### src/shared/xcvr_consts.svh
// Register offsets, field positions, reset values and frame counts of the transceiver bank.
// Assumes inclusion by bare name from any file that decodes or builds register contents.
`ifndef XCVR_CONSTS_SVH
`define XCVR_CONSTS_SVH

// ----------------------------------------------------------------
// Register addresses (three-bit address field)
// ----------------------------------------------------------------
`define ADDR_FAULT_LATCH 3'h0
`define ADDR_LIVE_STATUS 3'h1
`define ADDR_OPTIONS 3'h2
`define ADDR_CURR_LIMIT 3'h3
`define ADDR_LINE_CFG 3'h4
`define ADDR_AUX_CFG 3'h5

// ----------------------------------------------------------------
// Fault latch bit positions
// ----------------------------------------------------------------
`define LATCH_SHUTDOWN 7
`define LATCH_WAKEUP 6
`define LATCH_AUX_FAULT 5
`define LATCH_LINE_FAULT 4
`define LATCH_SUPPLY_WARN 3
`define LATCH_SUPPLY_UNDER 2
`define LATCH_UNUSED 1
`define LATCH_OVERHEAT_WARN 0

// ----------------------------------------------------------------
// Command byte layout and frame counts
// ----------------------------------------------------------------
`define CMD_WRITE_BIT 7
`define CMD_ADDR_MSB 2
`define FRAME_LAST_BIT 4'h7

// ----------------------------------------------------------------
// Reset values and the used-bit mask of the aux config
// ----------------------------------------------------------------
`define RST_FAULT_LATCH 8'h00
`define RST_OPTIONS 8'h00
`define RST_CURR_LIMIT 8'h00
`define RST_LINE_CFG 8'h00
`define RST_AUX_CFG 8'h00
`define AUX_CFG_USED_MASK 8'h7F

`endif

### src/shared/xcvr_pkg.sv
// Types shared by the transceiver register bank and its pin synchroniser.
// Assumes field order matches the bit maps kept in xcvr_consts.svh, msb first.
package xcvr_pkg;

  // ----------------------------------------------------------------
  // Live conditions, laid out exactly as the live status register
  // ----------------------------------------------------------------
  typedef struct packed {
    logic overheat_shutdown_now;
    logic aux_in_level;
    logic aux_out_fault_now;
    logic line_fault_now;
    logic supply_warn_now;
    logic supply_under_now;
    logic line_level;
    logic overheat_warn_now;
  } cond_t;

  // ----------------------------------------------------------------
  // Asynchronous inputs: pins and analog detector outputs
  // ----------------------------------------------------------------
  typedef struct packed {
    logic spi_mode_pin;
    logic link_share_select;
    logic shared_in_pin;
    logic shared_clock_pin;
    logic shared_select_pin;
    logic line_tx_in;
    logic line_drive_enable;
    logic wakeup_detect;
    cond_t cond;
  } pin_in_t;

  // ----------------------------------------------------------------
  // Writable registers
  // ----------------------------------------------------------------
  typedef struct packed {
    logic soft_reset;
    logic wakeup_irq_off;
    logic low_reg_off;
    logic pin_share_on;
    logic supply_warn_on;
    logic line_glitch_filter;
    logic indicator_b;
    logic indicator_a;
  } options_t;

  typedef struct packed {
    logic limit_sel_hi;
    logic limit_sel_lo;
    logic limit_off;
    logic blank_sel_hi;
    logic blank_sel_lo;
    logic retry_time_hi;
    logic retry_time_lo;
    logic retry_on;
  } curr_limit_t;

  typedef struct packed {
    logic line_rx_off;
    logic line_weak_pulldown;
    logic line_weak_pullup;
    logic line_aux_parallel;
    logic line_lowside_only;
    logic line_pushpull;
    logic line_out_level;
    logic line_driver_off;
  } line_cfg_t;

  typedef struct packed {
    logic unused;
    logic aux_weak_pulldown;
    logic aux_weak_pullup;
    logic aux_extra_option;
    logic aux_lowside_only;
    logic aux_pushpull;
    logic aux_out_level;
    logic aux_driver_off;
  } aux_cfg_t;

  // Levels taken from the shared pins in pin-control mode.
  typedef struct packed {
    logic high_current;
    logic lowside_only;
    logic pushpull;
  } strap_t;

  typedef enum logic [1:0] {
    SPI_IDLE = 2'b00,
    SPI_CMD = 2'b01,
    SPI_DATA = 2'b10,
    SPI_DONE = 2'b11
  } spi_phase_t;

  typedef struct packed {
    pin_in_t stage1;
    pin_in_t stage2;
  } sync_state_t;

  typedef struct packed {
    spi_phase_t phase;
    logic sclk_prev;
    logic [3:0] bit_cnt;
    logic [7:0] in_shift;
    logic [2:0] addr;
    logic write;
    logic [7:0] out_shift;
    cond_t cond_prev;
    logic wake_prev;
    logic [7:0] latch;
    options_t opt;
    curr_limit_t curr;
    line_cfg_t line_cfg;
    aux_cfg_t aux_cfg;
    logic alert_pin_n;
    logic shared_out_pin;
    logic line_tx_data;
    logic line_tx_en;
    logic line_rx_out;
    strap_t strap;
  } bank_state_t;

endpackage

### src/hw/pin_sync.sv
// Two-stage synchroniser for every asynchronous pin and detector input of the bank.
// Assumes the inputs are plain levels; nothing but the second stage reads the first.
`timescale 1ns/1ps
`default_nettype none

module pin_sync (
  input wire logic mclk,
  input wire logic rst,
  input wire xcvr_pkg::pin_in_t raw,
  output var xcvr_pkg::pin_in_t synced
);

  xcvr_pkg::sync_state_t state;
  xcvr_pkg::sync_state_t next_state;

  always_comb begin
    next_state = state;
    next_state.stage1 = raw;
    next_state.stage2 = state.stage1;
  end

  always_ff @(posedge mclk) begin
    if (rst) begin
      state <= '0;
    end else begin
      state <= next_state;
    end
  end

  assign synced = state.stage2;

endmodule

`default_nettype wire

### src/hw/transceiver_regs_irq_mux.sv
// Register bank of a sensor-line transceiver: SPI slave, fault latch, alert output, pin sharing.
// Assumes all pins and detector levels are asynchronous to mclk and SPI runs far below mclk.
//
// How it works
// Six 8-bit registers at 00h-05h; latch and status read-only, rest read/write.
// Fault latch bits: shutdown, wake-up, aux fault, line fault, warn, under, -, overheat.
// Status at 01h mirrors live shutdown, aux input, faults, supply, line level, warning.
// Options at 02h: soft reset, wake-up off, regulator off, sharing, warn, filter, lamps.
// Current limit at 03h: limit select, limit off, blanking, retry time, retry enable.
// Line config at 04h: receiver off, pulls, parallel, low side, push-pull, level, off.
// Aux config at 05h: bit 7 unused, pulls, option, low side, push-pull, level, off.
// Fault latch resets to zero so the alert output starts released.
// In serial-port mode the alert output is low whenever any fault latch bit is one.
// Latch bits stay set after their condition goes away.
// Reading the fault latch clears all its bits and releases alert.
// Only a new rising condition sets a bit again after a clearing read.
// Shutdown entry sets latch bit 7; live shutdown readable in status.
// A wake-up detection on the line sets latch bit 6.
// With the wake-up off option set, wake-up no longer raises the latch bit.
// Sharing on and select low: pins act as SPI, alert works, transmit pins ignored.
// Sharing on and select high: line data and enable from SPI pins, receive on out pin.
// During the UART phase select is unused, alert still works, transmit pins ignored.
// A three-bit address picks the register; 000 selects the fault latch.
// Pin-control mode: shared pins are parallel straps, no register access at all.
// Overheat warning shows in status and latch and raises alert in SPI mode.
// An event in the same cycle as a clearing read keeps its bit set.
// Unused bits read zero; writes to them or read-only registers do nothing.
`timescale 1ns/1ps
`default_nettype none
`include "xcvr_consts.svh"

module transceiver_regs_irq_mux (
  input wire logic mclk,
  input wire logic rst,
  input wire logic spi_mode_pin,
  input wire logic link_share_select,
  input wire logic shared_in_pin,
  input wire logic shared_clock_pin,
  input wire logic shared_select_pin,
  input wire logic line_tx_in,
  input wire logic line_drive_enable,
  input wire logic wakeup_detect,
  input wire xcvr_pkg::cond_t cond_in,
  output logic alert_pin_n,
  output logic shared_out_pin,
  output logic line_tx_data,
  output logic line_tx_en,
  output logic line_rx_out,
  output var xcvr_pkg::options_t options,
  output var xcvr_pkg::curr_limit_t curr_limit,
  output var xcvr_pkg::line_cfg_t line_cfg,
  output var xcvr_pkg::aux_cfg_t aux_cfg,
  output var xcvr_pkg::strap_t strap
);

  // ----------------------------------------------------------------
  // Input synchronisation
  // ----------------------------------------------------------------
  xcvr_pkg::pin_in_t raw;
  xcvr_pkg::pin_in_t pins;

  always_comb begin
    raw.spi_mode_pin = spi_mode_pin;
    raw.link_share_select = link_share_select;
    raw.shared_in_pin = shared_in_pin;
    raw.shared_clock_pin = shared_clock_pin;
    raw.shared_select_pin = shared_select_pin;
    raw.line_tx_in = line_tx_in;
    raw.line_drive_enable = line_drive_enable;
    raw.wakeup_detect = wakeup_detect;
    raw.cond = cond_in;
  end

  pin_sync u_sync (
    .mclk(mclk),
    .rst(rst),
    .raw(raw),
    .synced(pins)
  );

  // ----------------------------------------------------------------
  // Bank state
  // ----------------------------------------------------------------
  xcvr_pkg::bank_state_t state;
  xcvr_pkg::bank_state_t next_state;

  // Register read mux; unmapped addresses read zero.
  function automatic logic [7:0] read_reg(input xcvr_pkg::bank_state_t s,
                                          input xcvr_pkg::cond_t c,
                                          input logic [2:0] a);
    logic [7:0] d;
    d = 8'h00;
    case (a)
      `ADDR_FAULT_LATCH: d = s.latch;
      `ADDR_LIVE_STATUS: d = c;
      `ADDR_OPTIONS: d = s.opt;
      `ADDR_CURR_LIMIT: d = s.curr;
      `ADDR_LINE_CFG: d = s.line_cfg;
      `ADDR_AUX_CFG: d = s.aux_cfg & `AUX_CFG_USED_MASK;
      default: d = 8'h00;
    endcase
    return d;
  endfunction

  // ----------------------------------------------------------------
  // Combinational next state
  // ----------------------------------------------------------------
  logic spi_mode;
  logic shared_mode;
  logic select_low;
  logic sclk_rise;
  logic sclk_fall;
  logic [7:0] shifted;
  logic [7:0] events;
  logic clear_latch;
  logic [7:0] write_val;

  always_comb begin
    next_state = state;
    spi_mode = pins.spi_mode_pin;
    shared_mode = spi_mode && state.opt.pin_share_on;
    select_low = !pins.shared_select_pin;
    sclk_rise = pins.shared_clock_pin && !state.sclk_prev;
    sclk_fall = !pins.shared_clock_pin && state.sclk_prev;
    shifted = {state.in_shift[6:0], pins.shared_in_pin};
    clear_latch = 1'b0;
    write_val = 8'h00;
    next_state.sclk_prev = pins.shared_clock_pin;

    // SPI frame: command byte (write flag, address), then data byte.
    // A frame needs serial-port mode and a low select; pin-control mode never accesses.
    if (!spi_mode || !select_low) begin
      next_state.phase = xcvr_pkg::SPI_IDLE;
      next_state.bit_cnt = 4'h0;
      next_state.out_shift = 8'h00;
    end else begin
      case (state.phase)
        xcvr_pkg::SPI_IDLE: begin
          next_state.phase = xcvr_pkg::SPI_CMD;
          next_state.bit_cnt = 4'h0;
          next_state.out_shift = 8'h00;
          // A clock rising together with the select still counts as the first bit.
          if (sclk_rise) begin
            next_state.in_shift = shifted;
            next_state.bit_cnt = 4'h1;
          end
        end
        xcvr_pkg::SPI_CMD: begin
          if (sclk_rise) begin
            next_state.in_shift = shifted;
            next_state.bit_cnt = state.bit_cnt + 4'h1;
            if (state.bit_cnt == `FRAME_LAST_BIT) begin
              next_state.write = shifted[`CMD_WRITE_BIT];
              next_state.addr = shifted[`CMD_ADDR_MSB:0];
              next_state.bit_cnt = 4'h0;
              next_state.phase = xcvr_pkg::SPI_DATA;
              if (!shifted[`CMD_WRITE_BIT]) begin
                next_state.out_shift = read_reg(state, pins.cond, shifted[`CMD_ADDR_MSB:0]);
                clear_latch = (shifted[`CMD_ADDR_MSB:0] == `ADDR_FAULT_LATCH);
              end
            end
          end
        end
        xcvr_pkg::SPI_DATA: begin
          // Bit 7 must still stand at the first data rise, so shifting waits for that rise.
          if (sclk_fall && state.bit_cnt != 4'h0) begin
            next_state.out_shift = {state.out_shift[6:0], 1'b0};
          end
          if (sclk_rise) begin
            next_state.in_shift = shifted;
            next_state.bit_cnt = state.bit_cnt + 4'h1;
            if (state.bit_cnt == `FRAME_LAST_BIT) begin
              next_state.phase = xcvr_pkg::SPI_DONE;
              if (state.write) begin
                write_val = shifted;
                case (state.addr)
                  `ADDR_OPTIONS: next_state.opt = write_val;
                  `ADDR_CURR_LIMIT: next_state.curr = write_val;
                  `ADDR_LINE_CFG: next_state.line_cfg = write_val;
                  `ADDR_AUX_CFG: next_state.aux_cfg = write_val & `AUX_CFG_USED_MASK;
                  default: next_state.opt = state.opt;
                endcase
              end
            end
          end
        end
        xcvr_pkg::SPI_DONE: begin
          // Surplus clocks are ignored until the select rises.
          next_state.out_shift = 8'h00;
        end
        default: begin
          next_state.phase = xcvr_pkg::SPI_IDLE;
        end
      endcase
    end

    // Soft reset returns every writable register to its reset value and self-clears.
    if (next_state.opt.soft_reset) begin
      next_state.opt = `RST_OPTIONS;
      next_state.curr = `RST_CURR_LIMIT;
      next_state.line_cfg = `RST_LINE_CFG;
      next_state.aux_cfg = `RST_AUX_CFG;
    end

    // Events are rising edges, so a condition still present after a clearing read
    // does not set its bit again.
    next_state.cond_prev = pins.cond;
    next_state.wake_prev = pins.wakeup_detect;
    events = 8'h00;
    events[`LATCH_SHUTDOWN] = pins.cond.overheat_shutdown_now &&
                              !state.cond_prev.overheat_shutdown_now;
    events[`LATCH_WAKEUP] = pins.wakeup_detect && !state.wake_prev &&
                            !state.opt.wakeup_irq_off;
    events[`LATCH_AUX_FAULT] = pins.cond.aux_out_fault_now &&
                               !state.cond_prev.aux_out_fault_now;
    events[`LATCH_LINE_FAULT] = pins.cond.line_fault_now &&
                                !state.cond_prev.line_fault_now;
    events[`LATCH_SUPPLY_WARN] = pins.cond.supply_warn_now &&
                                 !state.cond_prev.supply_warn_now;
    events[`LATCH_SUPPLY_UNDER] = pins.cond.supply_under_now &&
                                  !state.cond_prev.supply_under_now;
    events[`LATCH_UNUSED] = 1'b0;
    events[`LATCH_OVERHEAT_WARN] = pins.cond.overheat_warn_now &&
                                   !state.cond_prev.overheat_warn_now;
    if (!spi_mode) begin
      events = 8'h00;
    end

    // Sticky latch; a new event wins over a clear in the same cycle.
    next_state.latch = (state.latch & {8{!clear_latch}}) | events;

    // Alert follows the latch in serial-port mode and line/aux overcurrent in pin mode.
    if (spi_mode) begin
      next_state.alert_pin_n = !(|next_state.latch);
    end else begin
      next_state.alert_pin_n = !(pins.cond.line_fault_now || pins.cond.aux_out_fault_now);
    end

    // Pin sharing. The dedicated receive output stays active in every mode.
    next_state.line_rx_out = pins.cond.line_level;
    next_state.strap = '0;
    if (!spi_mode) begin
      next_state.shared_out_pin = pins.cond.overheat_shutdown_now;
      next_state.line_tx_data = pins.line_tx_in;
      next_state.line_tx_en = pins.line_drive_enable;
      next_state.strap.high_current = pins.shared_clock_pin;
      next_state.strap.lowside_only = pins.shared_in_pin;
      next_state.strap.pushpull = pins.shared_select_pin;
    end else if (shared_mode && !select_low) begin
      next_state.shared_out_pin = pins.cond.line_level;
      next_state.line_tx_data = pins.shared_in_pin;
      next_state.line_tx_en = pins.shared_clock_pin;
    end else if (shared_mode) begin
      // Dedicated transmit pins are ignored; the driver idles while SPI owns the pins.
      next_state.shared_out_pin = next_state.out_shift[7];
      next_state.line_tx_data = 1'b0;
      next_state.line_tx_en = 1'b0;
    end else begin
      next_state.shared_out_pin = next_state.out_shift[7];
      next_state.line_tx_data = pins.line_tx_in;
      next_state.line_tx_en = pins.line_drive_enable;
    end
  end

  // ----------------------------------------------------------------
  // State register
  // ----------------------------------------------------------------
  always_ff @(posedge mclk) begin
    if (rst) begin
      state <= '0;
      state.latch <= `RST_FAULT_LATCH;
      state.opt <= `RST_OPTIONS;
      state.curr <= `RST_CURR_LIMIT;
      state.line_cfg <= `RST_LINE_CFG;
      state.aux_cfg <= `RST_AUX_CFG;
      state.alert_pin_n <= 1'b1;
      state.phase <= xcvr_pkg::SPI_IDLE;
    end else begin
      state <= next_state;
    end
  end

  // ----------------------------------------------------------------
  // Outputs, all straight from the state register
  // ----------------------------------------------------------------
  assign alert_pin_n = state.alert_pin_n;
  assign shared_out_pin = state.shared_out_pin;
  assign line_tx_data = state.line_tx_data;
  assign line_tx_en = state.line_tx_en;
  assign line_rx_out = state.line_rx_out;
  assign options = state.opt;
  assign curr_limit = state.curr;
  assign line_cfg = state.line_cfg;
  assign aux_cfg = state.aux_cfg;
  assign strap = state.strap;

endmodule

`default_nettype wire

### config.mk
export PLATFORM = sky130hd
export DESIGN_NAME = transceiver_regs_irq_mux
export DESIGN_NICKNAME = d
export VERILOG_FILES = /design/src/shared/xcvr_pkg.sv /design/src/hw/pin_sync.sv /design/src/hw/transceiver_regs_irq_mux.sv
export VERILOG_INCLUDE_DIRS = /design/src /design/src/shared
export SDC_FILE = /design/constraint.sdc
export NUM_CORES = 1
export LEC_CHECK = 0
export ABC_AREA = 1
export BUFFER_PORTS_ARGS = -buffer_cell sky130_fd_sc_hd__buf_4
export CAP_MARGIN = 20
export CELL_PAD_IN_SITES_DETAIL_PLACEMENT = 1
export CELL_PAD_IN_SITES_GLOBAL_PLACEMENT = 1
export CORE_MARGIN = 3
export CORE_UTILIZATION = 47
export CTS_BUF_LIST = sky130_fd_sc_hd__clkbuf_8
export DETAILED_ROUTE_END_ITERATION = 16
export HOLD_SLACK_MARGIN = 0.02
export PLACE_DENSITY_LB_ADDON = 0.08
export SLEW_MARGIN = 20
export SYNTH_ARGS = -nofsm -noshare
export SYNTH_HDL_FRONTEND = slang
export SYNTH_SLANG_ARGS = --single-unit
### constraint.sdc
create_clock -name mclk -period 3.81 [get_ports mclk]
set_input_delay 0.5715 -clock mclk [delete_from_list [all_inputs] [get_ports mclk]]
set_output_delay 0.5715 -clock mclk [all_outputs]
set_load 0.02 [all_outputs]
---- Word-level counts from Yosys, hierarchy flattened ----
Cells that the tools add are included.
storage, ports and cells
  register bits after elaboration ......... 110
  input bits .............................. 18
  output and inout bits ................... 40
  logic and storage cells ................. 191
cells by class
  $add $sub $neg .......................... 1
  equality and inequality tests ........... 20
  mux-type cells .......................... 35
  bitwise logic cells ..................... 3
  reductions and logical operators ........ 47
operators by type and width
  cell                  count
  $mux W32              5
  $mux W8               7
  $pmux W8 S6           1
  $pmux W12 S3          1
  $mux W12              2
  $mux W24              1
  $pmux W8 S3           1
  $reduce_and A6 Y1     4
  $logic_not A1 Y1      14
  $ne A2 B2 Y1 const B  7
  $logic_and A1 B1 Y1   13
  $eq A3 B2 Y1 const B  4
  $eq A3 B3 Y1 const B  4
  $mux W2               5
  $reduce_and A5 Y1     2
  $mux W9               1
  $and A8 B8 Y8         1
  $or A8 B8 Y8          1
  $reduce_and A4 Y1     2
  $reduce_or A2 Y1      4
  $reduce_or A8 Y1      1
  $mux W7               1
  $mux W1               6
  $mux W3               2
  other kinds (14)      16

---- Depth between registers and ports, before layout ----
  word-level depth ........................ 12
  mapped depth ............................ 11
  depth with buffers taken out ............ 10

---- Cells and area by module ----
A second synthesis with hierarchy kept.
second synthesis, totals
  cells, all modules ...................... 632
  area total of the unflattened synthesis .. 4840.9 µm²
modules (own cells, without submodules)
  module                    instances  cells each  area each (µm²)  sequential area each (µm²)
  transceiver_regs_irq_mux  1          533         3926.3           1581.5
  pin_sync                  1          99          914.6            640.6

---- Worst setup path after synthesis ----
Ideal clock, no wire load.
  path kind ............................... reg-to-reg
  start point ............................. register state[82] in the netlist's numbering
  end point ............................... register state, in the netlist shifted[4]
  library setup time ...................... 0.070 ns
  arrival ................................. 1.710 ns
  data required time ...................... 3.740 ns
  setup slack ............................. 2.030 ns
  stages on the path, launching flop included .. 12
  path buffers ............................ 2
  period minus slack after synthesis ...... 1.780 ns
  cells stage by stage .................... dfxtp_1 > inv_1 > ha_1 > buf_4 > nor2_1 > inv_1 > a21oi_2 > inv_1 > nor2_2 > buf_4 > o21ai_0 > a21oi_1
on the way
  cells in the longest elaborated chain, start to end .. 3
  elaborated cells between the ends (all ways) .. 9
RTL lines
  element                                                       RTL line                         source
  start: declaration                                            transceiver_regs_irq_mux.sv:84   xcvr_pkg::bank_state_t state;
  start signal: assignment                                      transceiver_regs_irq_mux.sv:279  state <= next_state;
  $eq A2 B1 Y1, or another cell as far along                    transceiver_regs_irq_mux.sv:137  case (state.phase)
  $ne A2 B2 Y1 (no line) or $reduce_bool A3 Y1 (tied branches)  -
  $reduce_and A5 Y1 (no line)                                   -
Several ways; a longest one is shown, not always the timed one.
A chain may end at the register's enable or synchronous reset.

---- Final worst setup path ----
  start point ............................. register state[82] in the netlist's numbering
  end point ............................... register, netlist name line_cfg[1]
on the way
  cells in the longest elaborated chain, start to end .. 4
  elaborated cells between the ends (all ways) .. 5
RTL lines
  element                     RTL line                         source
  $eq A2 B2 Y1 *              transceiver_regs_irq_mux.sv:137
  $mux W32                    transceiver_regs_irq_mux.sv:137
  $mux W32                    transceiver_regs_irq_mux.sv:132  if (!spi_mode || !select_low) begin
  $reduce_or A2 Y1 (no line)  -
Every way passes the cells marked *; elsewhere a longest branch is shown, timed or not.

==> qor.json <==
{
  "worst_setup_path": {
    "cp_top_family": "buffers and inverters",
    "critical_path.cell_chain": "inv_1, ha_1, buf_4, inv_1, nor3_2, nand3_1, o21ai_2, buf_4, a21oi_1",
    "r2r-start": "state[82]",
    "critPathBufInv": 4,
    "critPathMaxFanout": 19,
    "critical_path.endpoint_type": "flop",
    "setup.worst_path.class": "flop to flop",
    "critPathSlowestCell": "sky130_fd_sc_hd__o21ai_2",
    "critical_path_data_arrival_time_ns": 3.00,
    "max_stage_delay_ns": 0.55,
    "timing.critical_path.required_ns": 4.08,
    "critical_path.startpoint": "state[82]",
    "start_kind": "flop"
  },
  "sta": {
    "fmax_mhz": 365.9,
    "tightestPinTransition_ns": 0.8771,
    "period_share": 0.7173,
    "slew_violations": 0,
    "finalClockSkew_ns": 0.01479,
    "maxSlewHeadroom": 0.4108,
    "timing_hold_violations_final": 0,
    "setup_viol": 0,
    "setup_tns_ns": 0,
    "layout_min_cycle_time_ns": 2.733,
    "setup_repair_after_global_routing_missed_its_margin": "false"
  },
  "global_route": {
    "largest_net_degree_at_the_start_of_global_routing": 53,
    "grt_pass1_vias": 4137,
    "globalRoute.totalOverflow": 0,
    "antenna_violations_before_repair": 0,
    "global_route.usage.total": 0.2303,
    "first_pass_grt_wire_length_um": 20620
  },
  "yosys": {
    "syn-cell-area_mm2": 0.004687,
    "synth.area.top_cells": "sky130_fd_sc_hd__dfxtp_1, sky130_fd_sc_hd__nand2_1, sky130_fd_sc_hd__a21oi_1, sky130_fd_sc_hd__inv_1, sky130_fd_sc_hd__buf_4",
    "netlist.area_leader.share": 0.4656,
    "synth_cell_types": 33,
    "ys_warn_count": 0,
    "ys_seq_area_frac": 0.4656,
    "post_synth.cell_area_avg_um2": 7.621,
    "synth-seq-cells": 109,
    "syn_inst": 615,
    "synth_top_area_cell": "sky130_fd_sc_hd__dfxtp_1"
  },
  "cts": {
    "clk-insertion-delay-late_ns": 0.37,
    "clock_sinks": 109,
    "cts_tree": "built",
    "clock_tree.htree_level_count": 3,
    "cts.repair_timing.setup_buffer_count": 0,
    "root_buffer": "sky130_fd_sc_hd__clkbuf_8",
    "clk_transition_reported_paths_ns": 0.11,
    "tritoncts.num_buffers": 9,
    "post_cts_resized": 0,
    "cts_hold_buf": 0,
    "max-clock-path-buffers": 2
  },
  "layout": {
    "finalNetCount": 651,
    "drive_above_1_share": 0.1315,
    "layout-area-overhead-vs-synth_pct": 8.622,
    "num-fill-cells": 1219,
    "diodes": 0
  },
  "worst_hold_path": {
    "worstHoldPathType": "input pin to flop",
    "worstHoldStart": "shared_clock_pin"
  },
  "power": {
    "total_power_mw": 1.947,
    "cellPowerDensity_mw_per_mm2": 382.4,
    "vdd.ir_drop.worst_mv": 0.2140,
    "total_leakage_power_nw": 2.036
  },
  "place": {
    "numPortBuffers": 54,
    "place_congestion": 0.8490,
    "detailedPlacementHpwl_um": 9328
  },
  "route": {
    "detail_route.iter0.violations": 211,
    "drt-vias-per-instance": 5.372,
    "detailed_route_drc_error_count": 0,
    "detail_route.first_pass.iterations": 4,
    "detail_route.wirelength_um": 12700,
    "wire_per_inst_um": 16.70,
    "routed-via-count": 4083,
    "ant_nets": 0
  },
  "job": {
    "timing.max_cap.violations": 0
  },
  "floorplanning": {
    "die_height_um": 105.9,
    "start_util": 0.4955,
    "die_width_um": 105.9,
    "design.core.area_mm2": 0.009459,
    "die_area_mm2": 0.01121,
    "rows": 35,
    "i_o_pin_count": 58
  },
  "status": {
    "outcome": "finished clean"
  }
}
-- routing by layer --
layer  up-vias  global-route usage  share of wire
li1       1989                   -              -
met4         0             0.07678          0.020
met3        23             0.03613          0.042
met1      1966              0.2877           0.44
met2       105              0.4039           0.50
met5         -                   0              0
-- through the flow --
stage                     hold slack (ns)  instance area (um^2)  std cells  worst slack (ns)  utilization
after floorplan                    0.3883                  4691        616             2.030            -
after global placement             0.3892                  4907        744             1.209       0.5188
after detailed placement           0.3953                  4907        744             1.168       0.5188
after CTS                          0.3930                  5091        760             1.102       0.5382
after global routing               0.3945                  5091        760            0.8415       0.5382
final                              0.3974                  5091        760             1.077       0.5382
-- synthesized netlist by cell type (all sizes together) --
cell	instances
a221oi	1
o2111ai	2
a22oi	3
o31ai	2
a32o	1
a31oi	8
o2bb2ai	2
nand4	38
buf	49
conb	1
o21ai	27
nand3	17
nand2	96
nor3	12
o22ai	5
or2	1
a21oi	68
clkinv	1
ha	7
clkbuf	9
nor2	65
nor4	2
dfxtp	109
inv	89
-- registers in the layout, summed over array words and instances (netlist names) --
name	count
line_cfg	8
strap	3
u_sync.synced	15
line_tx_en	1
line_rx_out	1
curr_limit	8
options	7
state	34
alert_pin_n	1
u_sync.next_state	15
line_tx_data	1
shifted	7
shared_out_pin	1
aux_cfg	7
-- final timing paths --
| path | slack [ns] | cells past startpoint | end |
|---|---|---|---|
| hold / removal | 0.40 | 3 | u_sync.next_state[12] |
| setup / recovery | 1.08 | 9 | line_cfg[1] |
| hold reg to reg | 0.41 | 2 | u_sync.synced[7] |
| setup reg to reg | 1.08 | 9 | line_cfg[1] |
-- cell families (layout without fill, tap and decap cells) --
group,Yosys count,count (layout),share of synthesized area
and+or+nand+nor,231,231,0.2234
other,1,2,0.0008001
DFF,109,109,0.4656
buffers and inverters,148,163,0.1524
AOI/OAI and AO/OA,119,119,0.1391
adders and majority gates,7,7,0.01869
-- cells in the final DEF (no fill, tap or decap), types with 3 or more instances in the layout --
cell type	netlist	routed
sky130_fd_sc_hd__a21oi_1	67	67
sky130_fd_sc_hd__a22oi_1	3	3
sky130_fd_sc_hd__a31oi_1	8	8
sky130_fd_sc_hd__buf_4	40	57
sky130_fd_sc_hd__clkbuf_8	0	9
sky130_fd_sc_hd__dfxtp_1	109	109
sky130_fd_sc_hd__ha_1	7	7
sky130_fd_sc_hd__inv_1	88	89
sky130_fd_sc_hd__inv_6	0	4
sky130_fd_sc_hd__nand2_1	96	96
sky130_fd_sc_hd__nand3_1	17	17
sky130_fd_sc_hd__nand4_1	37	37
sky130_fd_sc_hd__nor2_1	63	63
sky130_fd_sc_hd__nor3_1	9	9
sky130_fd_sc_hd__nor3_2	3	3
sky130_fd_sc_hd__o21ai_0	26	26
sky130_fd_sc_hd__o22ai_1	5	5
-- power breakdown --
| part | internal [mW] | leakage, nW | switching, mW | total, mW |
|---|---|---|---|---|
| registers | 1.16 | 0.886 | 0.0143 | 1.18 |
| clock network | 0.250 | 0.0990 | 0.426 | 0.676 |
| logic | 0.0323 | 1.05 | 0.0626 | 0.0949 |
-- area by class of cell --
type | instances | area [um^2] | share of cell area
clock buffer | 9 | 123.9 | 0.02433
clock inverter | 7 | 60.06 | 0.01180
inverter | 90 | 337.8 | 0.06636
multi-input combinational | 359 | 1798 | 0.3532
sequential | 109 | 2182 | 0.4286
tap | 129 | 161.4 | 0.03170
timing repair buffer | 57 | 427.9 | 0.08405
-- worst register-to-register path, stage by stage (launching register included) --
cell and delay [ns]:
sky130_fd_sc_hd__dfxtp_1 0.36, sky130_fd_sc_hd__inv_1 0.11, sky130_fd_sc_hd__ha_1 0.15, sky130_fd_sc_hd__buf_4 0.22, sky130_fd_sc_hd__inv_1 0.18, sky130_fd_sc_hd__nor3_2 0.48, sky130_fd_sc_hd__nand3_1 0.18, sky130_fd_sc_hd__o21ai_2 0.55
sky130_fd_sc_hd__buf_4 0.34, sky130_fd_sc_hd__a21oi_1 0.06
Power figures use the tool's default switching activity.
